## config.mk

```make
export PLATFORM = sky130hd
export DESIGN_NAME = timer8_control_and_counter
export DESIGN_NICKNAME = d
export VERILOG_FILES = /design/src/include/timer8_pkg.sv /design/src/include/timer8_link_if.sv /design/src/verilog/timer8_control_and_counter.sv /design/src/verilog/timer8_prescaler.sv /design/src/verilog/timer8_wavegen.sv
export SDC_FILE = /design/constraint.sdc
export NUM_CORES = 1
export LEC_CHECK = 0
export ABC_AREA = 1
export ABC_CLOCK_PERIOD_IN_PS = 3800
export BUFFER_PORTS_ARGS = -buffer_cell sky130_fd_sc_hd__buf_4
export CAP_MARGIN = 20
export CORE_MARGIN = 4
export CORE_UTILIZATION = 45
export CTS_CLUSTER_DIAMETER = 150
export DETAILED_ROUTE_END_ITERATION = 8
export SYNTH_ARGS = -nofsm -noshare
export SYNTH_HDL_FRONTEND = slang
export SYNTH_SLANG_ARGS = --single-unit
```

## constraint.sdc

```tcl
create_clock -name clk -period 3.8 [get_ports clk]
set_clock_uncertainty 0.1 [all_clocks]
set_input_delay 0.19 -clock clk [delete_from_list [all_inputs] [get_ports clk]]
set_output_delay 0.19 -clock clk [all_outputs]
set_load 0.01 [all_outputs]
```

## src/include/timer8_pkg.sv

```systemverilog
// Purpose: Shared constants and types of the 8-bit timer/counter block.
// Assumes: One 100 MHz clock; registers reached by I/O offset.
// Notes: Every offset, bit position and reset value lives here.
package timer8_pkg;

  // ****************************************************************
  // Register map
  // ****************************************************************
  localparam logic [7:0] OFF_COUNT = 8'h32;
  localparam logic [7:0] OFF_CTRL = 8'h33;
  localparam logic [7:0] OFF_DATA_SPACE = 8'h20;
  localparam logic [7:0] RST_COUNT = 8'h00;
  localparam logic [7:0] RST_CTRL = 8'h00;
  localparam logic [7:0] RST_COMPARE = 8'h00;

  // ****************************************************************
  // Control register fields
  // ****************************************************************
  localparam int BIT_FORCE = 7;
  localparam int BIT_WAVE_HI = 6;
  localparam int BIT_COM_HI = 5;
  localparam int BIT_COM_LO = 4;
  localparam int BIT_WAVE_LO = 3;
  localparam int BIT_CS_HI = 2;
  localparam int BIT_CS_LO = 0;
  localparam logic [7:0] CTRL_WRITE_MASK = 8'h7F;

  // ****************************************************************
  // Counter values and prescaler
  // ****************************************************************
  localparam logic [7:0] COUNT_MAX = 8'hFF;
  localparam logic [7:0] COUNT_BOTTOM = 8'h00;
  localparam int PRESCALE_BITS = 10;
  localparam logic [2:0] SYNC_RST = 3'h0;

  typedef enum logic [1:0] {
    MODE_NORMAL = 2'h0,
    MODE_PHASE_PWM = 2'h1,
    MODE_CLEAR_ON_MATCH = 2'h2,
    MODE_FAST_PWM = 2'h3
  } wave_mode_e;

  typedef enum logic [1:0] {
    COM_OFF = 2'h0,
    COM_TOGGLE = 2'h1,
    COM_CLEAR = 2'h2,
    COM_SET = 2'h3
  } com_mode_e;

endpackage : timer8_pkg

```

## src/include/timer8_link_if.sv

```systemverilog
// Purpose: Carries clock ticks and waveform events between timer parts.
// Assumes: All signals are on the one block clock.
// Notes: Event signals are one-cycle pulses, except ev_up, which is a level held while counting up.
`timescale 1ns/1ps
interface timer8_link_if;
  logic src_tick;
  logic [2:0] clock_select;
  logic count_tick;
  timer8_pkg::wave_mode_e mode;
  timer8_pkg::com_mode_e com;
  logic ev_match;
  logic ev_up;
  logic ev_bottom;
  logic ev_top;
  logic ev_force;
  logic wave_out;

  modport main (output src_tick, clock_select, mode, com, ev_match,
    ev_up, ev_bottom, ev_top, ev_force, input count_tick, wave_out);
  modport pre (input src_tick, clock_select, output count_tick);
  modport wave (input mode, com, ev_match, ev_up, ev_bottom, ev_top,
    ev_force, output wave_out);
endinterface : timer8_link_if

```

## src/verilog/timer8_control_and_counter.sv

```systemverilog
// Purpose: Control and count registers of an 8-bit waveform timer.
// Assumes: Single-cycle I/O strobes on clk; oscillator pin asynchronous.
// Notes: Compare value and flags are reached through side ports.
//
// What this block does
// - Force strobe only acts in non-PWM modes.
// - Force strobe applies match using current output mode.
// - Force sets no flag, never clears counter.
// - Force strobe bit always reads zero.
// - Nonzero output mode overrides the pin function.
// - Non-PWM codes: off, toggle, clear, set.
// - Fast PWM: clear/set on match, inverse at bottom.
// - Fast PWM compare at top: only bottom action.
// - Phase PWM: action by counting direction on match.
// - Phase PWM compare at top: action at top.
// - Clock select: stop, direct, or prescaled divisions.
// - Two mode bits pick mode and top value.
// - Compare update timing and overflow point per mode.
// - Count register readable, writable, resets to zero.
// - Count write blocks match on next tick.
// - Registers at I/O offsets, data space adds 0x20.
// - Count is compared with compare value continuously.
// - Match flag set on real match, cleared externally.
// - Source is I/O clock or oscillator pin.
`timescale 1ns/1ps
module timer8_control_and_counter (
  // Clock and reset
  input wire logic clk,
  input wire logic rst,
  // I/O register port
  input wire logic [7:0] io_addr,
  input wire logic io_data_space,
  input wire logic io_write,
  input wire logic io_read,
  input wire logic [7:0] io_wdata,
  output logic [7:0] io_rdata,
  // Compare value and flags
  input wire logic compare_value_write,
  input wire logic [7:0] compare_value_wdata,
  input wire logic compare_flag_clear,
  input wire logic overflow_flag_clear,
  output logic compare_match_flag,
  output logic overflow_flag,
  // Clock source
  input wire logic async_clock_select,
  input wire logic osc_pin,
  // Waveform pin
  output logic waveform_output_pin,
  output logic waveform_output_override
);

  // ****************************************************************
  // State
  // ****************************************************************
  typedef struct packed {
    logic [7:0] ctrl;
    logic [7:0] count;
    logic [7:0] cmp_active;
    logic [7:0] cmp_buffer;
    logic down;
    logic block;
    logic ovf;
    logic cmpf;
    logic [7:0] rdata;
    logic override;
    logic [2:0] sync;
    logic osc_level;
    logic src_tick;
    logic ev_match;
    logic ev_up;
    logic ev_bottom;
    logic ev_top;
    logic ev_force;
  } st_s;

  st_s st;
  st_s next_st;
  timer8_link_if link ();

  timer8_prescaler u_prescaler (
    .clk(clk),
    .rst(rst),
    .link(link)
  );

  timer8_wavegen u_wavegen (
    .clk(clk),
    .rst(rst),
    .link(link)
  );

  // ****************************************************************
  // Helpers
  // ****************************************************************
  function automatic logic reg_hit(input logic [7:0] addr,
    input logic data_space, input logic [7:0] offset);
    reg_hit = data_space ?
      (addr == 8'(offset + timer8_pkg::OFF_DATA_SPACE)) :
      (addr == offset);
  endfunction : reg_hit

  function automatic timer8_pkg::wave_mode_e mode_of(
    input logic [7:0] ctrl);
    mode_of = timer8_pkg::wave_mode_e'({ctrl[timer8_pkg::BIT_WAVE_HI],
      ctrl[timer8_pkg::BIT_WAVE_LO]});
  endfunction : mode_of

  function automatic logic is_pwm(input timer8_pkg::wave_mode_e m);
    is_pwm = (m == timer8_pkg::MODE_FAST_PWM) ||
      (m == timer8_pkg::MODE_PHASE_PWM);
  endfunction : is_pwm

  // ****************************************************************
  // Combinational next state
  // ****************************************************************
  timer8_pkg::wave_mode_e mode;
  logic [1:0] com;
  logic [7:0] top;
  logic hit_ctrl;
  logic hit_count;
  logic match;
  logic ignore;
  logic ovf_set;

  always_comb begin
    mode = mode_of(st.ctrl);
    com = st.ctrl[timer8_pkg::BIT_COM_HI:timer8_pkg::BIT_COM_LO];
    // Only clear-on-match takes its top from the compare value.
    top = (mode == timer8_pkg::MODE_CLEAR_ON_MATCH) ?
      st.cmp_active : timer8_pkg::COUNT_MAX;
    hit_ctrl = reg_hit(io_addr, io_data_space, timer8_pkg::OFF_CTRL);
    hit_count = reg_hit(io_addr, io_data_space, timer8_pkg::OFF_COUNT);
    match = (st.count == st.cmp_active) && !st.block;
    // A compare at top with the high output-mode bit set is replaced by
    // the bottom or top action in the PWM modes.
    ignore = is_pwm(mode) && com[1] &&
      (st.cmp_active == timer8_pkg::COUNT_MAX);

    next_st = st;
    next_st.ev_match = 1'b0;
    next_st.ev_bottom = 1'b0;
    next_st.ev_top = 1'b0;
    next_st.ev_force = 1'b0;
    next_st.ev_up = !st.down;
    ovf_set = 1'b0;

    // Oscillator pin: three stages, a change counts when two agree.
    next_st.sync = {st.sync[1:0], osc_pin};
    next_st.src_tick = 1'b0;
    if (st.sync[2] == st.sync[1]) begin
      next_st.osc_level = st.sync[2];
    end
    if (async_clock_select) begin
      next_st.src_tick = (st.sync[2] == st.sync[1]) && st.sync[2] &&
        !st.osc_level;
    end else begin
      next_st.src_tick = 1'b1;
    end

    // Counting on each timer tick.
    if (link.count_tick) begin
      next_st.block = 1'b0;
      next_st.ev_match = match && !ignore;
      if (match) begin
        next_st.cmpf = 1'b1;
      end
      if (mode == timer8_pkg::MODE_PHASE_PWM) begin
        if (!st.down) begin
          if (st.count == timer8_pkg::COUNT_MAX) begin
            next_st.down = 1'b1;
            next_st.count = 8'(st.count - 8'h01);
            next_st.ev_top = ignore;
            next_st.cmp_active = st.cmp_buffer;
          end else begin
            next_st.count = 8'(st.count + 8'h01);
          end
        end else begin
          if (st.count == timer8_pkg::COUNT_BOTTOM) begin
            next_st.down = 1'b0;
            next_st.count = 8'(st.count + 8'h01);
            next_st.ovf = 1'b1;
            ovf_set = 1'b1;
          end else begin
            next_st.count = 8'(st.count - 8'h01);
          end
        end
      end else begin
        next_st.down = 1'b0;
        if (st.count == timer8_pkg::COUNT_MAX) begin
          next_st.ovf = 1'b1;
          ovf_set = 1'b1;
        end
        if (st.count == top) begin
          next_st.count = timer8_pkg::COUNT_BOTTOM;
          next_st.ev_bottom = (mode == timer8_pkg::MODE_FAST_PWM);
          if (mode == timer8_pkg::MODE_FAST_PWM) begin
            next_st.cmp_active = st.cmp_buffer;
          end
        end else begin
          next_st.count = 8'(st.count + 8'h01);
        end
      end
    end

    // Compare value writes; immediate outside the PWM modes.
    if (compare_value_write) begin
      next_st.cmp_buffer = compare_value_wdata;
      if (!is_pwm(mode)) begin
        next_st.cmp_active = compare_value_wdata;
      end
    end

    // Register writes win over the tick in the same cycle.
    if (io_write && hit_ctrl) begin
      next_st.ctrl = io_wdata & timer8_pkg::CTRL_WRITE_MASK;
      // The strobe is held for no cycle; it only raises one event,
      // and it touches neither the flags nor the count.
      next_st.ev_force = io_wdata[timer8_pkg::BIT_FORCE] &&
        !is_pwm(mode_of(io_wdata));
    end else if (io_write && hit_count) begin
      next_st.count = io_wdata;
      next_st.block = 1'b1;
    end

    // Flag clears lose against a set in the same cycle.
    if (compare_flag_clear && !(link.count_tick && match)) begin
      next_st.cmpf = 1'b0;
    end
    // A new overflow wins even when the flag was already set.
    if (overflow_flag_clear && !ovf_set) begin
      next_st.ovf = 1'b0;
    end

    if (io_read) begin
      if (hit_ctrl) begin
        next_st.rdata = st.ctrl & timer8_pkg::CTRL_WRITE_MASK;
      end else if (hit_count) begin
        next_st.rdata = st.count;
      end else begin
        next_st.rdata = 8'h00;
      end
    end

    next_st.override = (next_st.ctrl[timer8_pkg::BIT_COM_HI] ||
      next_st.ctrl[timer8_pkg::BIT_COM_LO]);
  end

  // ****************************************************************
  // Registers
  // ****************************************************************
  always_ff @(posedge clk or posedge rst) begin
    if (rst) begin
      st <= '0;
      st.ctrl <= timer8_pkg::RST_CTRL;
      st.count <= timer8_pkg::RST_COUNT;
      st.cmp_active <= timer8_pkg::RST_COMPARE;
      st.cmp_buffer <= timer8_pkg::RST_COMPARE;
      st.sync <= timer8_pkg::SYNC_RST;
    end else begin
      st <= next_st;
    end
  end

  // ****************************************************************
  // Link and outputs
  // ****************************************************************
  assign link.src_tick = st.src_tick;
  assign link.clock_select =
    st.ctrl[timer8_pkg::BIT_CS_HI:timer8_pkg::BIT_CS_LO];
  assign link.mode = mode_of(st.ctrl);
  assign link.com = timer8_pkg::com_mode_e'(
    st.ctrl[timer8_pkg::BIT_COM_HI:timer8_pkg::BIT_COM_LO]);
  assign link.ev_match = st.ev_match;
  assign link.ev_up = st.ev_up;
  assign link.ev_bottom = st.ev_bottom;
  assign link.ev_top = st.ev_top;
  assign link.ev_force = st.ev_force;

  assign io_rdata = st.rdata;
  assign compare_match_flag = st.cmpf;
  assign overflow_flag = st.ovf;
  assign waveform_output_pin = link.wave_out;
  assign waveform_output_override = st.override;

endmodule : timer8_control_and_counter

```

## src/verilog/timer8_prescaler.sv

```systemverilog
// Purpose: Divides the selected source tick by the clock select code.
// Assumes: src_tick is a one-cycle enable at the source rate.
// Notes: Prescaler is free running; it is never reset by software here.
`timescale 1ns/1ps
module timer8_prescaler #(
  parameter int WIDTH = timer8_pkg::PRESCALE_BITS
) (
  // Clock and reset
  input wire logic clk,
  input wire logic rst,
  // Link to the counter
  timer8_link_if.pre link
);

  typedef struct packed {
    logic [WIDTH-1:0] div;
    logic tick;
  } st_s;

  st_s st;
  st_s next_st;

  // Low bits that must be all ones for each prescaled rate.
  function automatic logic [WIDTH-1:0] div_mask(input logic [2:0] sel);
    case (sel)
      3'h2: div_mask = WIDTH'(10'h007);
      3'h3: div_mask = WIDTH'(10'h01F);
      3'h4: div_mask = WIDTH'(10'h03F);
      3'h5: div_mask = WIDTH'(10'h07F);
      3'h6: div_mask = WIDTH'(10'h0FF);
      default: div_mask = WIDTH'(10'h3FF);
    endcase
  endfunction : div_mask

  always_comb begin
    next_st = st;
    next_st.tick = 1'b0;
    if (link.src_tick) begin
      next_st.div = st.div + WIDTH'(1);
      if (link.clock_select == 3'h1) begin
        next_st.tick = 1'b1;
      end else if (link.clock_select != 3'h0) begin
        next_st.tick = ((st.div & div_mask(link.clock_select)) ==
          div_mask(link.clock_select));
      end
    end
  end

  always_ff @(posedge clk or posedge rst) begin
    if (rst) begin
      st <= '0;
    end else begin
      st <= next_st;
    end
  end

  assign link.count_tick = st.tick;

endmodule : timer8_prescaler

```

## src/verilog/timer8_wavegen.sv

```systemverilog
// Purpose: Drives the waveform output level from qualified events.
// Assumes: Events arrive already filtered for blocked or ignored matches.
// Notes: Reserved codes in PWM modes leave the level unchanged.
`timescale 1ns/1ps
module timer8_wavegen (
  // Clock and reset
  input wire logic clk,
  input wire logic rst,
  // Link to the counter
  timer8_link_if.wave link
);

  typedef struct packed {
    logic level;
  } st_s;

  st_s st;
  st_s next_st;

  always_comb begin
    next_st = st;
    case (link.mode)
      timer8_pkg::MODE_FAST_PWM: begin
        if (link.ev_match && link.com[1]) begin
          next_st.level = link.com[0];
        end
        if (link.ev_bottom && link.com[1]) begin
          next_st.level = ~link.com[0];
        end
      end
      timer8_pkg::MODE_PHASE_PWM: begin
        if ((link.ev_match || link.ev_top) && link.com[1]) begin
          // Top acts like an up-count match to stay symmetric.
          next_st.level = (link.ev_up || link.ev_top) ?
            link.com[0] : ~link.com[0];
        end
      end
      default: begin
        if (link.ev_match || link.ev_force) begin
          case (link.com)
            timer8_pkg::COM_TOGGLE: next_st.level = ~st.level;
            timer8_pkg::COM_CLEAR: next_st.level = 1'b0;
            timer8_pkg::COM_SET: next_st.level = 1'b1;
            default: next_st.level = st.level;
          endcase
        end
      end
    endcase
  end

  always_ff @(posedge clk or posedge rst) begin
    if (rst) begin
      st <= '0;
    end else begin
      st <= next_st;
    end
  end

  assign link.wave_out = st.level;

endmodule : timer8_wavegen
```

==> metrics.md, run 1 <==
| Metric | Value |
|---|---|
| Status | `complete, no violations` |
| Vias in the first global route | `3821` |
| FMAX | `0.464 GHz` |
| Count of buffers from port buffering | `45` |
| Pre-Repair DR Iteration Count | `7` |
| Clock Path Buffers | `2` |
| Crit path to | `st[46]` |
| Tmin final | `2.16 ns` |
| Worst EP required | `3.96 ns` |
| Main combinational cell family by area after synthesis | `simple AND/OR/NAND/NOR gates` |
| Maximum VDD drop | `0.000256 V` |
| Die ar. | `10700 sq um` |
| R2r setup slk | `1.64 ns` |
| Comb power frac | `0.366` |
| Tcrit/Tclk final | `0.567` |
| Crit. Startpoint | `st[39]` |
| Nets@finish | `655` |
| Sequential fraction of the synthesis area | `0.402` |
| Antenna-violating nets left | `0` |
| Clock root buffer | `clkbuf_8` |
| Pwr Density | `571 nW/um^2` |
| Cells after Synth | `560` |
| Die H | `104 um` |
| Inserted Clock Buffers | `9` |
| Mux contribution to synthesized area | `0.00822` |
| Final non-filler cell total | `728` |
| R2R Path End | `st[46]` |
| Met1 usage | `0.292` |
| Post-synthesis compound-gate area fraction | `0.148` |
| Syn avg cell area | `7.34 sq um` |
| Final setup fails | `0` |
| Largest net degree at the start of global routing | `46` |
| Yosys warns | `0` |
| P_int | `1.66 mW` |
| Worst-skew pair later-pin latency | `0.36 ns` |
| Seq pwr share | `0.363` |
| Initial antenna violation count | `0` |
| Setup CP Type | `flip-flop to flip-flop` |
| Clock transition at path regs | `0.08 ns` |
| Number of synthesized flops with an enable pin | `0` |
| Final WL | `11700 um` |
| Post-DP Area | `4450 sq um` |
| Diodes inserted | `0` |
| Max Slew Vio Count | `0` |
| CTS tree | `yes` |
| IO Count | `46` |
| # Post-CTS Setup Buffers | `0` |
| Max cap viols | `0` |
| Clock power share | `0.271` |
| Unrepaired setup endpoints after global routing | `no` |
| All-Layer GR Usage | `0.227` |
| Hold WS | `0.0115 ns` |
| Global Route met2 Usage | `0.375` |
| CP startpoint kind | `flip-flop` |
| Total grt overflow | `0` |
| Worst slew margin | `0.559` |
| FILL cells | `872` |
| Row count | `34` |
| Remaining DRCs | `0` |
| Register-to-Register Path Depth | `12` |
| WL/cell | `16.0 um` |
| Hold Crit Class | `primary input to flip-flop` |
| Crit path max fanout | `18` |
| Synthesized Nets | `600` |
| Yosys reg bits | `66` |
| Hold Startpoint | `io_wdata[6]` |
| Final Hold Fails | `0` |
| Post-synthesis xor/xnor area fraction | `0.0405` |
| Met3 usage | `0.0572` |
| First-pass GRT wire length | `19600 um` |
| Ys flop type | `dfrtp_1` |
| Initial drt markers | `241` |
| Placeable Area | `8810 sq um` |
| GP Congestion | `0.927` |
| Crit path DAT | `2.31 ns` |
| Syn-to-layout area delta | `19.9%` |
| Post-synthesis async set-or-reset flop share | `1.00` |
| Netlist cell types | `41` |
| Design Area, Final | `4930 sq um` |
| Share of layout cells above drive strength 1 | `0.152` |
| CTS sink cnt | `66` |
| Busiest grt layer | `met2` |
| R2r startpoint | `st[39]` |
| Initial Util | `0.467` |
| Leakage | `2.50 nW` |
| Commonest non-fill, non-tap cell in the layout | `nand2_1` |
| Via-to-Cell Ratio | `5.37` |
| Post-DP HPWL | `8270 um` |
| Most frequent cells in the layout | `nand2_1 (149), dfrtp_1 (66), inv_1 (62)` |
| Placed cells | `690` |
| Critical Path Sink Type | `flip-flop` |
| Post-Synth Adder-Cell Area | `0.0183` |
| Worst-Margin Slew | `0.659 ns` |
| Total negative slack | `0 ns` |
| Overall power | `2.82 mW` |
| Switching Fraction | `0.411` |
| Mapped Area | `4110 sq um` |
| Sw Pwr | `1.16 mW` |
| Die width | `104 um` |
| Simple-gate share of the synthesized area | `0.278` |
| Via count | `3907` |
| # H-tree levels | `3` |
==> power groups by stage <==
stage               logic [mW]  clock network [mW]  registers [mW]
floorplan                0.810                   0           0.943
global placement          1.00                   0            1.03
detailed placement        1.00                   0            1.03
CTS                       1.03               0.776            1.02
global route              1.17               0.807            1.04
finish                    1.03               0.762            1.02
==> metrics by stage <==
step                setup slack (ns)  utilization
finish                          1.64        0.560
CTS                             1.69        0.557
global placement                1.76        0.505
detailed placement              1.69        0.505
floorplan                       1.86            -
global route                    1.46        0.560
==> cell usage after synthesis (2+ instances only) <==
master      n  area (sq um)
inv_2      11          41.3
o21ai_0    50           250
mux2_2      2          22.5
nor2_4      2          22.5
o211ai_1    7          52.6
xnor2_1     2          17.5
nand3_1    40           200
clkbuf_1    6          22.5
a21oi_1    28           140
a21oi_2     2          17.5
o31ai_1     2          15.0
nand2_1   149           559
nand4_1     5          31.3
xor2_1     17           149
or2_1       2          12.5
nor4_1      3          18.8
nor3_1      7          35.0
or2_2       2          12.5
dfrtp_1    66          1650
nor2_1     33           124
nand2_4     3          33.8
o22ai_1     8          50.1
inv_1      63           236
o21ai_1    10          50.1
ha_1        6          75.1
buf_4      10          75.1
nand2_2     3          18.8
buf_2       8          40.0
==> worst max-delay path, cell delays in order, from the launching register on <==
cell and delay (ns):
dfrtp_1 0.48, ha_1 0.23, nand3_1 0.17, inv_2 0.16, nand3_4 0.24, nand2_4 0.20, nand2_2 0.09, o21ai_0 0.09
nand2_1 0.06, nand2_1 0.05, nand2_1 0.06, nand2_1 0.06, nand2_1 0.06
==> sequential cells by signal (all words and copies together), names as in the netlist, 2 cells and up <==
| signal | count |
|---|---|
| com | 2 |
| io_rdata | 8 |
| link.clock_select | 3 |
| link.mode | 2 |
| next_st | 2 |
| st | 28 |
| u_prescaler.st | 10 |
==> per-layer routing <==
layer | routed length [um] | up-vias | share of wire
met1 | 5140 | 1823 | 0.44
met4 | 246 | 0 | 0.021
met5 | 0 | - | 0
met2 | 5550 | 140 | 0.48
li1 | - | 1919 | -
met3 | 717 | 25 | 0.061
==> final cells by class <==
class,instances,area (sq um),area share
Inverter,75,282,0.0571
Sequential cell,66,1650,0.335
Clock inverter,7,125,0.0254
Clock buffer,9,124,0.0251
Multi-Input combinational cell,394,2030,0.412
Timing Repair Buffer,69,583,0.118
Tap cell,108,135,0.0274
==> cells by family (layout without fill, tap and decap cells) <==
| kind of cell | Yosys count | count (layout) |
|---|---|---|
| xor+xnor | 19 | 19 |
| fa+ha+maj | 6 | 6 |
| flops | 66 | 66 |
| mux | 3 | 3 |
| simple gates | 255 | 255 |
| buf+inv | 100 | 160 |
| compound gates | 111 | 111 |
==> what timing repair did <==
item | CTS | global route
hold endpoints to repair | 74 | 0
resized for setup | 0 | 0
hold buffers | 21 | 0
==> how the worst min path moves through the flow <==
| stage | to | slack [ns] | depth (start not counted) |
|---|---|---|---|
| after floorplan | next_st[8] | 0.12 | 0 |
| after global placement | next_st[8] | 0.20 | 1 |
| after detailed placement | next_st[8] | 0.20 | 1 |
| after CTS | st[45] | 0.001 | 3 |
| after global routing | st[45] | 0.009 | 3 |
| final | st[45] | 0.01 | 3 |
(Power assumes the default switching activity.)
==> inputs of run 2 (changes only) <==
ABC_CLOCK_PERIOD_IN_PS = 2200   (was 3800)
clock period = 2.2 ns   (was 3.8 ns; I/O delays follow)
==> run 2 against run 1 <==
Register-to-register slack got worse by 1.4 ns; hold slack got worse by 0.0090 ns; critical path depth unchanged; largest cell class unchanged; core utilization up 1.4 points; die area is the same; highest routed layer unchanged; worst setup slack got worse by 1.4 ns.
==> metrics.md, run 2 (synthesized netlist as in run 1, its figures left out) <==
| Metric | Value |
|---|---|
| Placeable Area | `8810 sq um (unchanged)` |
| Biggest register | `st (unchanged)` |
| R2r startpoint | `st[41] (was st[39])` |
| Via count | `3882 (was 3907)` |
| Status | `complete, no violations (unchanged)` |
| Initial Util | `0.467 (unchanged)` |
| CP startpoint kind | `flip-flop (unchanged)` |
| CP most frequent cell | `nand2_1 (unchanged)` |
| GP Congestion | `0.902 (was 0.927)` |
| Metal2 WL | `5480 um (was 5550 um)` |
| Critical Path Sink Type | `flip-flop (unchanged)` |
| Initial drt markers | `186 (was 241)` |
| Overall power | `4.88 mW (was 2.82 mW)` |
| Largest net degree at the start of global routing | `67 (was 46)` |
| Row count | `34 (unchanged)` |
| Worst Hold Endpoint | `st[27] (was st[45])` |
| Post-Route M1 WL | `5340 um (was 5140 um)` |
| Worst-skew pair later-pin latency | `0.35 ns (was 0.36 ns)` |
| # Post-CTS Setup Buffers | `0 (unchanged)` |
| Tmin final | `1.98 ns (was 2.16 ns)` |
| Clock transition at path regs | `0.08 ns (about the same)` |
| Syn-to-layout area delta | `23.0% (was 19.9%)` |
| Worst slew margin | `0.650 (was 0.559)` |
| Register-to-Register Path Depth | `12 (unchanged)` |
| Highest Signal Layer | `met4 (unchanged)` |
| Hold Startpoint | `compare_value_write (was io_wdata[6])` |
| Remaining DRCs | `0 (unchanged)` |
| Max cap viols | `0 (unchanged)` |
| FILL cells | `858 (was 872)` |
| Clock root buffer | `clkbuf_8 (unchanged)` |
| Switching Fraction | `0.404 (was 0.411)` |
| # H-tree levels | `3 (unchanged)` |
| Hold depth | `2 (was 3)` |
| Clock Path Buffers | `2 (unchanged)` |
| Final setup fails | `0 (unchanged)` |
| Antenna-violating nets left | `0 (unchanged)` |
| Total negative slack | `0 ns (unchanged)` |
| Hold Crit Class | `primary input to flip-flop (unchanged)` |
| Final non-filler cell total | `743 (was 728)` |
| Pre-Repair DR Iteration Count | `4 (was 7)` |
| DR WL met3 | `609 um (was 717 um)` |
| R2r setup slk | `0.22 ns (was 1.64 ns)` |
| Clock power share | `0.259 (was 0.271)` |
| Max Slew Vio Count | `0 (unchanged)` |
| Vias in the first global route | `3969 (was 3821)` |
| Sw Pwr | `1.97 mW (was 1.16 mW)` |
| Post-DP HPWL | `8380 um (was 8270 um)` |
| Diodes inserted | `0 (unchanged)` |
| First-pass GRT wire length | `20100 um (was 19600 um)` |
| R2R Path End | `st[33] (was st[46])` |
| Die H | `104 um (unchanged)` |
| Via-to-Cell Ratio | `5.22 (was 5.37)` |
| Total grt overflow | `0 (unchanged)` |
| Seq pwr share | `0.362 (was 0.363)` |
| Unrepaired setup endpoints after global routing | `no (unchanged)` |
| Inserted Clock Buffers | `9 (unchanged)` |
| Count of buffers from port buffering | `45 (unchanged)` |
| Share of layout cells above drive strength 1 | `0.161 (was 0.152)` |
| Cell family with most CP delay | `simple AND/OR/NAND/NOR gates (unchanged)` |
| All-Layer GR Usage | `0.227 (about the same)` |
| IO Count | `46 (unchanged)` |
| Maximum VDD drop | `0.000423 V (was 0.000256 V)` |
| Nets@finish | `670 (was 655)` |
| Crit path DAT | `2.14 ns (was 2.31 ns)` |
| Hold WS | `0.00248 ns (was 0.0115 ns)` |
| Commonest non-fill, non-tap cell in the layout | `nand2_1 (unchanged)` |
| Final WL | `11600 um (was 11700 um)` |
| CTS tree | `yes (unchanged)` |
| Most frequent cells in the layout | `nand2_1 (149), dfrtp_1 (64), inv_1 (62) (was nand2_1 (149), dfrtp_1 (66), inv_1 (62))` |
| Critical path's largest stage delay | `0.54 ns (was 0.48 ns)` |
| Finished Core Util | `0.574 (was 0.560)` |
| WL/cell | `15.6 um (was 16.0 um)` |
| Initial antenna violation count | `0 (unchanged)` |
| Worst EP required | `2.36 ns (was 3.96 ns)` |
| Number of flip-flops in the largest register | `28 (unchanged)` |
| Leakage | `2.56 nW (was 2.50 nW)` |
| CTS sink cnt | `66 (unchanged)` |
| Setup CP Type | `flip-flop to flip-flop (unchanged)` |
| Worst path slowest cell | `dfrtp_1 (unchanged)` |
| Comb power frac | `0.379 (was 0.366)` |
| Tcrit/Tclk final | `0.900 (was 0.567)` |
| Pwr Density | `966 nW/um^2 (was 571 nW/um^2)` |
| Worst-Margin Slew | `0.523 ns (was 0.659 ns)` |
| FMAX | `0.505 GHz (was 0.464 GHz)` |
| Buf/Inv on CP | `1 (unchanged)` |
| Die ar. | `10700 sq um (unchanged)` |
| Die width | `104 um (unchanged)` |
| P_int | `2.91 mW (was 1.66 mW)` |
| Crit path max fanout | `9 (was 18)` |
| Worst path cell trace | `inv_2 -> nand2_1 -> nand2_1 -> nor2_1 -> nand2_1 -> nor2_8 -> nand2_4 -> nand2_1 -> nand3_1 -> nand2_1 -> nand2_1 -> a21oi_1 (was ha_1 -> nand3_1 -> inv_2 -> nand3_4 -> nand2_4 -> nand2_2 -> o21ai_0 -> nand2_1 -> nand2_1 -> nand2_1 -> nand2_1 -> nand2_1)` |
| Placed cells | `698 (was 690)` |
| Final Hold Fails | `0 (unchanged)` |
==> run 2: cell types whose count changed in the layout (fill, tap and decap cells not counted) <==
cell / delta
dfrtp_1: -2
dfrtp_2: +2
clkinv_4: -2
buf_4: +7
dlygate4sd3_1: +8
clkbuf_1: +1
clkinv_2: +1
==> run 2: worst reg2reg max path, stage by stage (launching register included) <==
cell,delay (ns)
dfrtp_1,0.54
inv_2,0.19
nand2_1,0.12
nand2_1,0.06
nor2_1,0.09
nand2_1,0.13
nor2_8,0.18
nand2_4,0.11
nand2_1,0.08
nand3_1,0.07
nand2_1,0.07
nand2_1,0.05
a21oi_1,0.13
==> run 2: through the flow <==
stage	area (sq um)	worst slack (ns)
2_1_floorplan	4110	0.335
3_3_place_gp	4520	0.179
3_5_place_dp	4520	0.203
4_1_cts	5050	0.181
5_1_grt	5050	0.0123
6_report	5050	0.219
==> run 2: how the worst max path moves through the flow <==
stage / from / endpoint / cells after the start
final: st[41] / st[33] / 12
after global routing: st[40] / st[33] / 10
after CTS: st[45] / st[43] / 8
after detailed placement: st[45] / st[35] / 9
after global placement: st[39] / st[43] / 9
after floorplan: rst / com[0] / 1
==> run 2: layout make-up <==
type | instances | area [sq um] | area share
clock inverters | 6 | 113 | 0.0223
clock buffers | 10 | 128 | 0.0252
well taps | 108 | 135 | 0.0267
repair buffers | 84 | 716 | 0.142
flip-flops and latches | 66 | 1650 | 0.327
multi-input cells | 394 | 2030 | 0.401
inverters | 75 | 282 | 0.0557
==> run 2: metal layers <==
| metal | global-route usage | up-vias |
|---|---|---|
| met2 | 0.366 | 111 |
| met3 | 0.0454 | 15 |
| li1 | - | 1949 |
| met1 | 0.311 | 1807 |
| met5 | 0 | - |
| met4 | 0.0636 | 0 |
==> run 2: timing repair <==
item	in CTS	in global routing
setup endpoints to repair	0	2
endpoints found under the hold margin	107	0
resized for setup	0	2
hold buffers	29	0
==> run 2: power by group through the flow <==
stage	Sequential (mW)	Combinational, mW	Clock [mW]
floorplan	1.63	1.40	0
global placement	1.78	1.79	0
detailed placement	1.78	1.79	0
CTS	1.76	1.84	1.28
global route	1.80	2.12	1.35
finish	1.77	1.85	1.26
==> inputs of run 3 (changes only) <==
SYNTH_HIERARCHICAL = 1   (was default)
==> run 3 against run 2 <==
Register-to-register slack worse by 0.06 ns; clock power is 19% lower; largest cell class unchanged; sequential share of layout area is 0.25 points lower; sequential cell count unchanged; combinational power increased by 13%; highest routed layer unchanged.
==> metrics.md, run 3 <==
| Metric | Value |
|---|---|
| Final Hold Fails | `0 (unchanged)` |
| Final setup fails | `0 (unchanged)` |
| IO Count | `46 (unchanged)` |
| Share of layout cells above drive strength 1 | `0.183 (was 0.161)` |
| Via-to-Cell Ratio | `5.26 (was 5.22)` |
| Crit path max fanout | `9 (unchanged)` |
| Synthesized Nets | `614 (was 600)` |
| Worst-Margin Slew | `0.709 ns (was 0.523 ns)` |
| WL/cell | `15.3 um (was 15.6 um)` |
| Cells after Synth | `575 (was 560)` |
| Seq pwr share | `0.371 (was 0.362)` |
| Initial drt markers | `342 (was 186)` |
| Yosys reg bits | `66 (unchanged)` |
| Final WL | `11700 um (was 11600 um)` |
| Max cap viols | `0 (unchanged)` |
| All-Layer GR Usage | `0.221 (was 0.227)` |
| Hold WS | `0.0148 ns (was 0.00248 ns)` |
| Number of synthesized flops with an enable pin | `0 (unchanged)` |
| Initial antenna violation count | `0 (unchanged)` |
| Largest net degree at the start of global routing | `55 (was 67)` |
| Top-area cell type share of the netlist area | `0.393 (was 0.402)` |
| Unrepaired setup endpoints after global routing | `no (unchanged)` |
| Netlist cell types | `46 (was 41)` |
| Ys flop type | `dfrtp_1 (unchanged)` |
| Dpl ws | `0.139 ns (was 0.203 ns)` |
| Tmin final | `2.04 ns (was 1.98 ns)` |
| Die ar. | `10900 sq um (was 10700 sq um)` |
| Total grt overflow | `0 (unchanged)` |
| CP startpoint kind | `flip-flop (unchanged)` |
| Worst-skew pair later-pin latency | `0.34 ns (was 0.35 ns)` |
| Commonest non-fill, non-tap cell in the layout | `nand2_1 (unchanged)` |
| Pre-Repair DR Iteration Count | `5 (was 4)` |
| Crit path DAT | `2.17 ns (was 2.14 ns)` |
| Total negative slack | `0 ns (unchanged)` |
| Post-synth top cells | `nand2_1 (152), inv_1 (69), dfrtp_1 (66), nor2_1 (48), o21ai_0 (43) (was nand2_1 (149), dfrtp_1 (66), inv_1 (63), o21ai_0 (50), nand3_1 (40))` |
| P_int | `2.81 mW (was 2.91 mW)` |
| Via count | `3999 (was 3882)` |
| Number of flip-flops in the largest register | `28 (unchanged)` |
| Hold Crit Class | `primary input to flip-flop (unchanged)` |
| CTS tree | `yes (unchanged)` |
| Row count | `34 (unchanged)` |
| Syn-to-layout area delta | `21.3% (was 23.0%)` |
| Post-DP Area | `4650 sq um (was 4520 sq um)` |
| Worst path cell trace | `buf_4 -> nor2_1 -> nand4_1 -> nand2_1 -> nand2_2 -> nand2_4 -> inv_1 -> or2_2 -> nand3_1 -> a21oi_1 (was inv_2 -> nand2_1 -> nand2_1 -> nor2_1 -> nand2_1 -> nor2_8 -> nand2_4 -> nand2_1 -> nand3_1 -> nand2_1 -> nand2_1 -> a21oi_1)` |
| FMAX | `0.490 GHz (was 0.505 GHz)` |
| Worst slew margin | `0.527 (was 0.650)` |
| Comb power frac | `0.423 (was 0.379)` |
| Finished Core Util | `0.573 (was 0.574)` |
| Critical path's largest stage delay | `0.49 ns (was 0.54 ns)` |
| # H-tree levels | `3 (unchanged)` |
| Syn avg cell area | `7.30 sq um (was 7.34 sq um)` |
| Worst path slowest cell | `dfrtp_1 (unchanged)` |
| Design Area, Final | `5090 sq um (was 5050 sq um)` |
| Clock Path Buffers | `2 (unchanged)` |
| Most frequent cells in the layout | `nand2_1 (152), inv_1 (68), dfrtp_1 (64) (was nand2_1 (149), dfrtp_1 (64), inv_1 (62))` |
| Tcrit/Tclk final | `0.929 (was 0.900)` |
| Placeable Area | `8890 sq um (was 8810 sq um)` |
| Critical Path Sink Type | `flip-flop (unchanged)` |
| Biggest register | `st (unchanged)` |
| Buf/Inv on CP | `2 (was 1)` |
| Vias in the first global route | `3848 (was 3969)` |
| Remaining DRCs | `0 (unchanged)` |
| Count of buffers from port buffering | `45 (unchanged)` |
| Mapped Area | `4200 sq um (was 4110 sq um)` |
| Clock power share | `0.206 (was 0.259)` |
| First-pass GRT wire length | `19400 um (was 20100 um)` |
| Sequential fraction of the synthesis area | `0.393 (was 0.402)` |
| Inserted Clock Buffers | `9 (unchanged)` |
| Maximum VDD drop | `0.000494 V (was 0.000423 V)` |
| Antenna-violating nets left | `0 (unchanged)` |
| Switching Fraction | `0.430 (was 0.404)` |
| Cell family with most CP delay | `simple AND/OR/NAND/NOR gates (unchanged)` |
| Yosys warns | `6 (was 0)` |
| Diodes inserted | `0 (unchanged)` |
| Setup CP Type | `flip-flop to flip-flop (unchanged)` |
| Post-DP HPWL | `8480 um (was 8380 um)` |
| Final Worst Setup Slack | `0.157 ns (was 0.219 ns)` |
| Synth area leaders | `dfrtp_1 (39%), nand2_1 (14%), inv_1 (6.2%) (was dfrtp_1 (40%), nand2_1 (14%), o21ai_0 (6.1%))` |
| Max Slew Vio Count | `0 (unchanged)` |
| Die H | `105 um (was 104 um)` |
| Post-synthesis async set-or-reset flop share | `1.00 (unchanged)` |
| Worst EP required | `2.32 ns (was 2.36 ns)` |
| Most frequent cell after synthesis | `nand2_1 (unchanged)` |
| Sw Pwr | `2.12 mW (was 1.97 mW)` |
| # Post-CTS Setup Buffers | `0 (unchanged)` |
| GP Congestion | `0.923 (was 0.902)` |
| Area leader, netlist | `dfrtp_1 (unchanged)` |
| Leakage | `2.61 nW (was 2.56 nW)` |
| Initial Util | `0.472 (was 0.467)` |
| Clock root buffer | `clkbuf_8 (unchanged)` |
| Status | `complete, no violations (unchanged)` |
| Nets@finish | `686 (was 670)` |
| CTS sink cnt | `66 (unchanged)` |
| Clock transition at path regs | `0.07 ns (was 0.08 ns)` |
| Pwr Density | `969 nW/um^2 (was 966 nW/um^2)` |
| Die width | `105 um (was 104 um)` |
[run 3: repair_timing]
action / CTS / global route
gates resized for setup: 0 / 5
hold buffers: 24 / 0
setup endpoints to repair: 0 / 11
endpoints found under the hold margin: 103 / 0
[run 3: final cells by class]
cell class / count / area [sq um]
timing repair buffer: 84 / 691
tap: 108 / 135
multi-input combinational: 406 / 2120
inverter: 80 / 303
sequential: 66 / 1650
clock inverter: 6 / 67.6
fill: 849 / 3800
clock buffer: 10 / 128
[run 3: cell families (layout without fill, tap and decap cells)]
logic type / count (synthesis) / after routing / synth area share
buffers and inverters: 103 / 180 / 0.105
flip-flops: 66 / 66 / 0.393
XOR/XNOR: 16 / 16 / 0.0334
AND/OR/NAND/NOR: 289 / 289 / 0.321
adder cells (fa/ha/maj): 5 / 5 / 0.0149
AO/OA/AOI/OAI: 95 / 95 / 0.130
multiplexers: 1 / 1 / 0.00268
[run 3: power groups by stage]
stage	registers, mW	clock network, mW	logic [mW]
after floorplan	1.72	0	1.50
after global placement	1.84	0	2.03
after detailed placement	1.84	0	2.03
after CTS	1.82	1.05	2.07
after global routing	1.87	1.11	2.37
final	1.83	1.02	2.09
[run 3: worst paths after layout]
kind | slack, ns | end | startpoint | depth (start not counted)
setup / recovery | 0.16 | st[40] | st[43] | 10
hold reg to reg | 0.26 | next_st[9] | next_st[8] | 0
min in group asynchronous | 0.09 | u_wavegen/link.wave_out | rst | 3
max in group asynchronous | 1.03 | st[40] | rst | 4
setup reg to reg | 0.16 | st[40] | st[43] | 10
hold / removal | 0.01 | st[26] | compare_value_write | 2
[run 3: metal layers]
layer / track usage / up-vias / wire length, um
met2: 0.350 / 135 / 5390
li1: - / 2002 / -
met3: 0.0296 / 18 / 678
met5: 0 / - / 0
met1: 0.309 / 1844 / 5350
met4: 0.0843 / 0 / 230
[run 3: through the flow]
step / power [mW] / instances
6_report: 4.94 / 760
5_1_grt: 5.36 / 760
4_1_cts: 4.94 / 760
3_5_place_dp: 3.87 / 720
3_3_place_gp: 3.87 / 720
2_1_floorplan: 3.23 / 575
